===== src/rcb_consts.svh =====
// Register indices, field positions and counts for the reset-cause block
`ifndef RCB_CONSTS_SVH
`define RCB_CONSTS_SVH

`define RCB_ADDR_W 10
`define RCB_IDX_PORT2 8'hA0
`define RCB_IDX_AUX 8'hA2
`define RCB_IDX_BOD 8'hA3
`define RCB_WORD_LSB 2'h0

`define RCB_PORT_PIN 0
`define RCB_AUX_SOFT 7
`define RCB_AUX_PIN 6
`define RCB_AUX_PCOV 5
`define RCB_AUX_GF 3

`define RCB_BOD_EN 7
`define RCB_BOD_THR_HI 5
`define RCB_BOD_THR_LO 4
`define RCB_BOD_EVT 3
`define RCB_BOD_RST 2
`define RCB_BOD_RCF 1
`define RCB_BOD_LVL 0

`define RCB_CFG_EN 7
`define RCB_CFG_THR_HI 5
`define RCB_CFG_THR_LO 4
`define RCB_CFG_RST 2

`define RCB_WARM_TICKS 2'h3
`define RCB_ZERO32 32'h0000_0000

`endif


===== src/rcb_pkg.sv =====
// Types shared by the reset-cause and brown-out block
package rcb_pkg;
    typedef logic [1:0] rcb_thr_t;
    typedef logic [1:0] rcb_tick_t;
    typedef enum logic [1:0] {
        BOD_OFF,
        BOD_WARM,
        BOD_ON
    } rcb_bod_e;
endpackage : rcb_pkg


===== src/rcb_sync3.sv =====
// Three-stage input synchroniser that accepts a change once stages two and three agree
`timescale 1ns/10ps
module rcb_sync3 (
    input wire logic clk,
    input wire logic rst_b,
    input wire logic ce,
    input wire logic din,
    output logic dout
);
    logic s1_r;
    logic s2_r;
    logic s3_r;
    logic out_r;
    logic out_nxt;

    always_comb begin
        out_nxt = out_r;
        if (s2_r == s3_r) begin
            out_nxt = s3_r;
        end
    end

    always_ff @(posedge clk or negedge rst_b) begin
        if (!rst_b) begin
            s1_r <= 1'b0;
            s2_r <= 1'b0;
            s3_r <= 1'b0;
            out_r <= 1'b0;
        end else if (ce) begin
            s1_r <= din;
            s2_r <= s1_r;
            s3_r <= s2_r;
            out_r <= out_nxt;
        end
    end

    assign dout = out_r;
endmodule : rcb_sync3


===== src/rcb_top.sv =====
// Reset-cause flags, brown-out control and single-pin port behind an APB slave
//
// Decided for this implementation: the APB interface to the registers.
`timescale 1ns/10ps
`include "rcb_consts.svh"
module rcb_top (
    input wire logic CLOCK,
    input wire logic RST_B,
    input wire logic CE,
    input wire logic PSEL,
    input wire logic PENABLE,
    input wire logic PWRITE,
    input wire logic [`RCB_ADDR_W-1:0] PADDR,
    input wire logic [31:0] PWDATA,
    output logic [31:0] PRDATA,
    output logic PREADY,
    output logic PSLVERR,
    input wire logic RESET_PIN_N,
    input wire logic RESET_PIN_DISABLE_CFG,
    input wire logic [7:0] CONFIG_BYTE_TWO,
    input wire logic DEBUG_MODE,
    input wire logic DEBUG_ENABLE_CFG,
    input wire logic SOFT_RESET_REQ,
    input wire logic PC_OVERFLOW,
    input wire logic LOW_SPEED_OSC,
    input wire logic SUPPLY_BELOW,
    input wire logic BROWNOUT_IRQ_ENABLE,
    input wire logic GLOBAL_IRQ_ENABLE,
    output logic CHIP_RESET,
    output logic BROWNOUT_IRQ,
    output logic BROWNOUT_DET_ON,
    output logic [1:0] BROWNOUT_THRESHOLD_SEL
);
    logic pin_s;
    logic osc_s;
    logic below_s;

    rcb_sync3 u_sync_pin (
        .clk(CLOCK),
        .rst_b(RST_B),
        .ce(CE),
        .din(RESET_PIN_N),
        .dout(pin_s)
    );

    rcb_sync3 u_sync_osc (
        .clk(CLOCK),
        .rst_b(RST_B),
        .ce(CE),
        .din(LOW_SPEED_OSC),
        .dout(osc_s)
    );

    rcb_sync3 u_sync_below (
        .clk(CLOCK),
        .rst_b(RST_B),
        .ce(CE),
        .din(SUPPLY_BELOW),
        .dout(below_s)
    );

    // APB decode
    logic [7:0] idx;
    logic word_ok;
    logic sel_port;
    logic sel_aux;
    logic sel_bod;
    logic access;
    logic wr_now;

    assign idx = PADDR[`RCB_ADDR_W-1:2];
    assign word_ok = (PADDR[1:0] == `RCB_WORD_LSB);
    assign sel_port = word_ok && (idx == `RCB_IDX_PORT2);
    assign sel_aux = word_ok && (idx == `RCB_IDX_AUX);
    assign sel_bod = word_ok && (idx == `RCB_IDX_BOD);
    assign access = PSEL && PENABLE;
    // Write lands at the edge where the master sees PREADY high
    assign wr_now = access && PREADY && PWRITE;

    // Register state
    logic soft_f_r, soft_f_nxt;
    logic pin_f_r, pin_f_nxt;
    logic pcov_f_r, pcov_f_nxt;
    logic gf_r, gf_nxt;
    logic en_r, en_nxt;
    rcb_pkg::rcb_thr_t thr_r, thr_nxt;
    logic evt_f_r, evt_f_nxt;
    logic rst_en_r, rst_en_nxt;
    logic bor_f_r, bor_f_nxt;
    logic load_r, load_nxt;
    logic chip_rst_r, chip_rst_nxt;
    logic irq_r, irq_nxt;

    // Brown-out warm-up state, input edge delays and detector level
    rcb_pkg::rcb_bod_e bod_st_r, bod_st_nxt;
    rcb_pkg::rcb_tick_t ticks_r, ticks_nxt;
    logic osc_d_r;
    logic pin_d_r;
    logic below_d_r;
    logic bod_valid;
    logic level;

    // APB answer
    logic [31:0] rdata_r, rdata_nxt;
    logic ready_r, ready_nxt;
    logic err_r, err_nxt;

    // Events
    logic pin_fall;
    logic pin_rst;
    logic soft_rst;
    logic pcov_rst;
    logic bo_cross;
    logic bo_rst;
    logic any_rst;

    assign bod_valid = (bod_st_r == rcb_pkg::BOD_ON);
    assign level = en_r && bod_valid && below_s;
    assign pin_fall = pin_d_r && !pin_s;
    // Pin acts as reset only while not reassigned as port input
    assign pin_rst = RESET_PIN_DISABLE_CFG && pin_fall;
    assign soft_rst = SOFT_RESET_REQ;
    // Debug session without debug config: flag only, no reset
    assign pcov_rst = PC_OVERFLOW && !(DEBUG_MODE && !DEBUG_ENABLE_CFG);
    assign bo_cross = bod_valid && en_r && (below_s != below_d_r);
    assign bo_rst = bo_cross && below_s && rst_en_r;
    assign any_rst = soft_rst || pin_rst || pcov_rst || bo_rst;

    // Warm-up: counts slow-oscillator rising edges after enabling
    always_comb begin
        bod_st_nxt = bod_st_r;
        ticks_nxt = ticks_r;
        case (bod_st_r)
            rcb_pkg::BOD_OFF: begin
                ticks_nxt = '0;
                if (en_r) begin
                    bod_st_nxt = rcb_pkg::BOD_WARM;
                end
            end
            rcb_pkg::BOD_WARM: begin
                if (!en_r) begin
                    bod_st_nxt = rcb_pkg::BOD_OFF;
                end else if (osc_s && !osc_d_r) begin
                    ticks_nxt = rcb_pkg::rcb_tick_t'(ticks_r + 2'h1);
                    if (ticks_r == `RCB_WARM_TICKS - 2'h1) begin
                        bod_st_nxt = rcb_pkg::BOD_ON;
                    end
                end
            end
            rcb_pkg::BOD_ON: begin
                if (!en_r) begin
                    bod_st_nxt = rcb_pkg::BOD_OFF;
                end
            end
            default: begin
                bod_st_nxt = rcb_pkg::BOD_OFF;
            end
        endcase
    end

    // Flags: a hardware set wins over a software clear in the same cycle
    always_comb begin
        soft_f_nxt = soft_f_r;
        pin_f_nxt = pin_f_r;
        pcov_f_nxt = pcov_f_r;
        gf_nxt = gf_r;
        en_nxt = en_r;
        thr_nxt = thr_r;
        evt_f_nxt = evt_f_r;
        rst_en_nxt = rst_en_r;
        bor_f_nxt = bor_f_r;
        load_nxt = 1'b0;
        if (wr_now && sel_aux) begin
            soft_f_nxt = PWDATA[`RCB_AUX_SOFT];
            pin_f_nxt = PWDATA[`RCB_AUX_PIN];
            pcov_f_nxt = PWDATA[`RCB_AUX_PCOV];
            gf_nxt = PWDATA[`RCB_AUX_GF];
        end
        // Level bit is not stored, so writes to it are dropped
        if (wr_now && sel_bod) begin
            en_nxt = PWDATA[`RCB_BOD_EN];
            thr_nxt = {PWDATA[`RCB_BOD_THR_HI], PWDATA[`RCB_BOD_THR_LO]};
            evt_f_nxt = PWDATA[`RCB_BOD_EVT];
            rst_en_nxt = PWDATA[`RCB_BOD_RST];
            bor_f_nxt = PWDATA[`RCB_BOD_RCF];
        end
        if (soft_rst) begin
            soft_f_nxt = 1'b1;
        end
        if (pin_rst) begin
            pin_f_nxt = 1'b1;
        end
        if (PC_OVERFLOW) begin
            pcov_f_nxt = 1'b1;
        end
        if (bo_cross) begin
            evt_f_nxt = 1'b1;
        end
        if (bo_rst) begin
            bor_f_nxt = 1'b1;
        end
        // Any reset, including power-up, reloads fields from config
        if (load_r || any_rst) begin
            en_nxt = CONFIG_BYTE_TWO[`RCB_CFG_EN];
            thr_nxt = {CONFIG_BYTE_TWO[`RCB_CFG_THR_HI], CONFIG_BYTE_TWO[`RCB_CFG_THR_LO]};
            rst_en_nxt = CONFIG_BYTE_TWO[`RCB_CFG_RST];
            evt_f_nxt = bo_cross || (CONFIG_BYTE_TWO[`RCB_CFG_EN] && below_s);
        end
        chip_rst_nxt = any_rst;
        irq_nxt = evt_f_r && BROWNOUT_IRQ_ENABLE && GLOBAL_IRQ_ENABLE;
    end

    // APB answer one cycle into the access phase
    always_comb begin
        rdata_nxt = `RCB_ZERO32;
        ready_nxt = access && !ready_r;
        err_nxt = 1'b0;
        if (access && !ready_r) begin
            err_nxt = !(sel_port || sel_aux || sel_bod);
            if (sel_port) begin
                // Upper bits stay zero
                rdata_nxt[`RCB_PORT_PIN] = !RESET_PIN_DISABLE_CFG && pin_s;
            end
            if (sel_aux) begin
                // Bits 2 to 0 and 4 read zero
                rdata_nxt[`RCB_AUX_SOFT] = soft_f_r;
                rdata_nxt[`RCB_AUX_PIN] = pin_f_r;
                rdata_nxt[`RCB_AUX_PCOV] = pcov_f_r;
                rdata_nxt[`RCB_AUX_GF] = gf_r;
            end
            if (sel_bod) begin
                rdata_nxt[`RCB_BOD_EN] = en_r;
                rdata_nxt[`RCB_BOD_THR_HI] = thr_r[1];
                rdata_nxt[`RCB_BOD_THR_LO] = thr_r[0];
                rdata_nxt[`RCB_BOD_EVT] = evt_f_r;
                rdata_nxt[`RCB_BOD_RST] = rst_en_r;
                rdata_nxt[`RCB_BOD_RCF] = bor_f_r;
                rdata_nxt[`RCB_BOD_LVL] = level;
            end
        end
    end

    always_ff @(posedge CLOCK or negedge RST_B) begin
        if (!RST_B) begin
            soft_f_r <= 1'b0;
            pin_f_r <= 1'b0;
            pcov_f_r <= 1'b0;
            gf_r <= 1'b0;
            en_r <= 1'b0;
            thr_r <= '0;
            evt_f_r <= 1'b0;
            rst_en_r <= 1'b0;
            bor_f_r <= 1'b0;
            // Config is caught by a clocked load after release
            load_r <= 1'b1;
            chip_rst_r <= 1'b0;
            irq_r <= 1'b0;
        end else if (CE) begin
            soft_f_r <= soft_f_nxt;
            pin_f_r <= pin_f_nxt;
            pcov_f_r <= pcov_f_nxt;
            gf_r <= gf_nxt;
            en_r <= en_nxt;
            thr_r <= thr_nxt;
            evt_f_r <= evt_f_nxt;
            rst_en_r <= rst_en_nxt;
            bor_f_r <= bor_f_nxt;
            load_r <= load_nxt;
            chip_rst_r <= chip_rst_nxt;
            irq_r <= irq_nxt;
        end
    end

    always_ff @(posedge CLOCK or negedge RST_B) begin
        if (!RST_B) begin
            bod_st_r <= rcb_pkg::BOD_OFF;
            ticks_r <= '0;
            osc_d_r <= 1'b0;
            // Same level as the synchroniser reset, so no false fall after reset
            pin_d_r <= 1'b0;
            below_d_r <= 1'b0;
        end else if (CE) begin
            bod_st_r <= bod_st_nxt;
            ticks_r <= ticks_nxt;
            osc_d_r <= osc_s;
            pin_d_r <= pin_s;
            below_d_r <= below_s;
        end
    end

    always_ff @(posedge CLOCK or negedge RST_B) begin
        if (!RST_B) begin
            rdata_r <= `RCB_ZERO32;
            ready_r <= 1'b0;
            err_r <= 1'b0;
        end else if (CE) begin
            rdata_r <= rdata_nxt;
            ready_r <= ready_nxt;
            err_r <= err_nxt;
        end
    end

    assign PRDATA = rdata_r;
    assign PREADY = ready_r;
    assign PSLVERR = err_r;
    assign CHIP_RESET = chip_rst_r;
    assign BROWNOUT_IRQ = irq_r;
    assign BROWNOUT_DET_ON = en_r;
    assign BROWNOUT_THRESHOLD_SEL = thr_r;
endmodule : rcb_top


===== config.mk =====
export PLATFORM = sky130hd
export DESIGN_NAME = rcb_top
export DESIGN_NICKNAME = d
export VERILOG_FILES = /design/src/rcb_pkg.sv /design/src/rcb_sync3.sv /design/src/rcb_top.sv
export VERILOG_INCLUDE_DIRS = /design/src
export SDC_FILE = /design/constraint.sdc
export NUM_CORES = 1
export LEC_CHECK = 0
export ABC_CLOCK_PERIOD_IN_PS = 2900
export BUFFER_PORTS_ARGS = -buffer_cell sky130_fd_sc_hd__buf_2
export CAP_MARGIN = 40
export CORE_MARGIN = 1.5
export CORE_UTILIZATION = 51
export CTS_BUF_LIST = sky130_fd_sc_hd__clkbuf_8
export DETAILED_ROUTE_END_ITERATION = 12
export PLACE_DENSITY_LB_ADDON = 0.05
export RECOVER_POWER = 100
export SLEW_MARGIN = 25
export SYNTH_ARGS = -nofsm -noshare
export SYNTH_HDL_FRONTEND = slang
export SYNTH_SLANG_ARGS = --single-unit

===== constraint.sdc =====
create_clock -name CLOCK -period 2.9 [get_ports CLOCK]
set_clock_uncertainty 0.15 [all_clocks]
set_input_delay 0.435 -clock CLOCK [delete_from_list [all_inputs] [get_ports CLOCK]]
set_output_delay 0.435 -clock CLOCK [all_outputs]
set_load 0.005 [all_outputs]

* Word level (Yosys, flattened, before mapping) *
Index checks and enable logic that the tools add are counted.

operators by class
  $add $sub $neg = 1
  equality and inequality tests = 16
  mux-type cells = 33
  reductions and logical operators = 58

operators by type and width
  kind                 number
  $eq 8x8->1 const B   3
  $logic_and 1x1->1    23
  $reduce_and 2->1     10
  $mux 1               19
  $mux 2               9
  $reduce_bool 2->1    6
  $mux 8               1
  $ne 2x2->1 const B   4
  $logic_not 1->1      7
  $logic_or 1x1->1     7
  $mux 6               1
  $ne 3x3->1 const B   2
  $pmux 2 s3           1
  $reduce_and 5->1     1
  $eq 2x2->1 const B   2
  $logic_not 2->1      2
  $pmux 2 s2           1
  $reduce_and 4->1     1
  $eq 1x1->1           3
  $mux 3               1
  $reduce_bool 3->1    1
  $add 2x1->2 const B  1
  $eq 2x1->1 const B   1
  $ne 1x1->1           1

word-level totals
  bits in registers = 42
  bits of input ports = 66
  output and inout bits = 39
  word-level logic and storage cells = 140

* Longest topological paths before layout *
  word-level depth = 9
  gate-level depth with buffers = 6
  mapped depth without buffers = 6

* Cells and area by module *
Synthesis repeated with hierarchy kept, for this count alone.

unflattened totals
  cells, all modules = 200
  area, all modules = 2,213.4 sq um

by module, submodules not included
  module     times used  cells each  area each (sq um)  seq. area each (sq um)
  rcb_top    1           170         1,744.2            752.0
  rcb_sync3  3           10          156.4              100.1

* Least setup slack after synthesis *
Ideal clock, no wire load.

  path type = input to register
  start = input port PADDR[1]
  end = register en_r (netlist: BROWNOUT_DET_ON)
  setup time = 0.119 ns
  arrival = 1.920 ns
  data required time = 2.631 ns
  path slack = 0.711 ns
  stages = 4
  buffers on the path = 0
  cells stage by stage = or4_4 or4_4 o32a_1 o21a_1

between the ends
  cells in the longest elaborated chain, start to end = 5

ends and longest elaborated chain
  what                                RTL line        RTL
  from (decl)                         rcb_top.sv:13   input wire logic [`RCB_ADDR_W-1:0] PADDR,
  $logic_not 2->1 (no source line)    n/a
  $logic_and 1x1->1                   rcb_top.sv:75   assign sel_bod = word_ok && (idx == `RCB_IDX_BOD);
  $logic_and 1x1->1                   rcb_top.sv:180  if (wr_now && sel_bod) begin
  $reduce_bool 2->1 (no source line)  n/a
  $reduce_and 2->1 (no source line)   n/a
  to (signal assigned)                rcb_top.sv:263  en_r <= en_nxt;
  to (decl)                           rcb_top.sv:85   logic en_r, en_nxt;

Every way passes these cells.
A chain may end at the register's enable or synchronous reset.

* Worst setup path after layout *
  start = input port PADDR[6]
  end = register gf_r

between the ends
  cells in the longest elaborated chain, start to end = 4

ends and longest elaborated chain
  what                               RTL line        RTL
  $eq 8x8->1 (no source line)        n/a
  $logic_and 1x1->1                  rcb_top.sv:74   assign sel_aux = word_ok && (idx == `RCB_IDX_AUX);
  $logic_and 1x1->1                  rcb_top.sv:173  if (wr_now && sel_aux) begin
  $reduce_and 2->1 (no source line)  n/a
  to (signal assigned)               rcb_top.sv:262  gf_r <= gf_nxt;
  to (decl)                          rcb_top.sv:84   logic gf_r, gf_nxt;

Every way passes these cells.

==> metrics.txt <==
Crit Path Category primary input to flop; Commonest cells post-synth dfrtp_1 (41), buf_4 (24), o21ai_0 (16); num ports between 100 and 150; Nets 318; compound-cell area share of the yosys netlist 0.177; Yosys top cell area share 0.483; post-cts hold buffer count 1; Final Max Slew Viols 0; share of cells above drive strength 1 0.254; Fmax achieved 417 MHz; post-synthesis mux area share 0.0766; max_cap viols 0; worst path required time 2.93 ns; Leak 1.15 nW; CP max FO 5; Starting Density 0.531; GPL Wtd Cong 0.740; die area approximately 4600 µm²; height of the die around 68 µm; DR pass1 iterations 4; peak supply drop 0.397 mV; outcome finished, final reports clean; ys flop type dfrtp_1; Mapped Cells 196; Synth Area in Simple Gates 0.127; H-tree levels 2; cts repair resizes 0; Skew-Pair Late Insertion Delay 0.29 ns; worst slew pin tran about 1.1 ns; number of global-route vias before repair 1427; min-delay worst type primary input to flop; first-pass GRT wire length 6530 µm; TNS Setup 0 ns; final instance area around 2400 µm²; pwr dens 610 nW/µm²; Synth-to-Final Area Change 14.1%; top cells by area, synth dfrtp_1 (48%), buf_4 (8.5%), mux2_2 (5.3%); Total GRT Usage 0.195; core area roughly 4000 µm²; largest family of logic cells by synthesized area compound AO/OA/AOI/OAI gates; initial antenna violation count 0; Total Wirelength ~4100 µm; xor/xnor share of the synthesized area 0.00412; # port buffers 51; Cell Rows 23; RSZ-0062 raised after global routing false; cell taking the most area after synthesis dfrtp_1; initial drt markers a little over 80; DRC errors left 0; Slew Limit Headroom 0.266; Antenna diodes 0; dpl cell area ~2400 µm²; Seq/Total Area, Yosys 0.495; Final Hold Viols 0; cell area after synthesis 2120 µm²; Tmin final 2.40 ns; antenna-violating nets left 0; crit start category primary input; Die Wd 67.5 µm; # setup viols final 0; EDFF count, synth 0; setup bufs post-CTS 0; syn_area_per_cell ~11 µm²; Root Buffer clkbuf_8; Max clock buf depth 2; Vias 1584; CTS tree built; largest net degree at the start of global routing 35; #FFs+latches synth 42; DR WL/cell 13.5 µm; register clock-pin slew on the reported worst setup and hold paths 0.08 ns; period utilization 0.828; Worst Path Arrival 2.43 ns; Synth cell types 42; async set-reset flop share out of synthesis 1.00; CP Capture Type flop; Synth Area in Adders 0.00589; Via-to-Cell Ratio 5.25; gr ovfl total 0; Final HPWL DP 3010 µm; most common cell in the netlist dfrtp_1; synth warn 0; Sink Count 42; number of buffers created by CTS 5
## power by group
part,switching (mW),internal [mW],total (mW),leakage [nW]
clock,0.185,0.250,0.436,0.0607
combinational,0.136,0.142,0.278,0.583
sequential,0.0833,0.681,0.764,0.506
total,0.405,1.07,1.48,1.15
## placed cells by master, fill, tap and decap left out, types with 2 or more instances in the layout
cell type	n
conb_1	24
nand4_1	4
o32a_1	4
clkbuf_8	5
buf_2	41
inv_1	12
o21a_1	4
a31o_2	2
nand2_1	13
and3b_1	2
mux2_2	10
nor2b_1	4
a211oi_1	2
o2bb2ai_1	4
mux2i_1	5
nor2_1	6
nor4_1	2
o21ai_0	16
a22o_1	6
clkbuf_1	10
a21oi_1	5
dfrtp_1	41
nand3_1	5
## layout make-up
type	count	area, µm²
Multi-Input combinational cell	137	896
Fill cell	359	1580
Inverter	10	37.5
Tap cell	50	62.6
Clock inverter	3	37.5
Sequential cell	42	1050
Timing Repair Buffer	55	269
Clock buffer	5	68.8
## per-layer routing
layer  vias up  share of wire  global-route usage
met3         7          0.071              0.0383
met1       748           0.46               0.262
li1        772              -                   -
met2        57           0.45               0.306
met4         0          0.019              0.0842
met5         -              0                   0
## path summary, 6_finish.rpt
| kind | startpoint | endpoint | slack, ns | cells after the start |
|---|---|---|---|---|
| setup / recovery | PADDR[6] | gf_r | 0.50 | 4 |
| hold / removal | PC_OVERFLOW | pcov_f_r | 0.21 | 3 |
| setup reg to reg | PREADY | gf_r | 0.87 | 3 |
| hold reg to reg | PRDATA[6] | PRDATA[6] | 0.34 | 1 |
| max in group asynchronous | RST_B | CHIP_RESET | 0.79 | 3 |
| min in group asynchronous | RST_B | ticks_r[1] | 0.66 | 2 |
## logic make-up after synthesis
logic type / Yosys count
AO/OA/AOI/OAI: 52
flip-flops: 42
AND/OR/NAND/NOR: 44
buffers and inverters: 40
multiplexers: 15
adder cells (fa/ha/maj): 1
XOR/XNOR: 1
other: 1
## flip-flops by register name, summed over array words and instances (netlist names), 2 cells and up
register                cells
ticks_r                     2
BROWNOUT_THRESHOLD_SEL      2
PRDATA                      8
bod_st_r                    2
## worst max-delay path, cell delays in order
cell     delay [ns]
buf_2          0.09
or4bb_1        0.56
nor4_1         0.91
mux2_2         0.42
## per-stage QoR
stage | setup WS (ns) | std cells | util | total power [mW] | hold slack (ns)
2_1_floorplan | 0.711 | 219 | - | 0.976 | -0.0106
3_3_place_gp | 0.540 | 292 | 0.585 | 1.05 | 0.318
3_5_place_dp | 0.541 | 293 | 0.590 | 1.06 | 0.248
4_1_cts | 0.846 | 302 | 0.619 | 1.50 | 0.207
5_1_grt | 0.437 | 302 | 0.606 | 1.58 | 0.221
6_report | 0.499 | 302 | 0.606 | 1.48 | 0.206
Power figures use the tool's default switching activity.
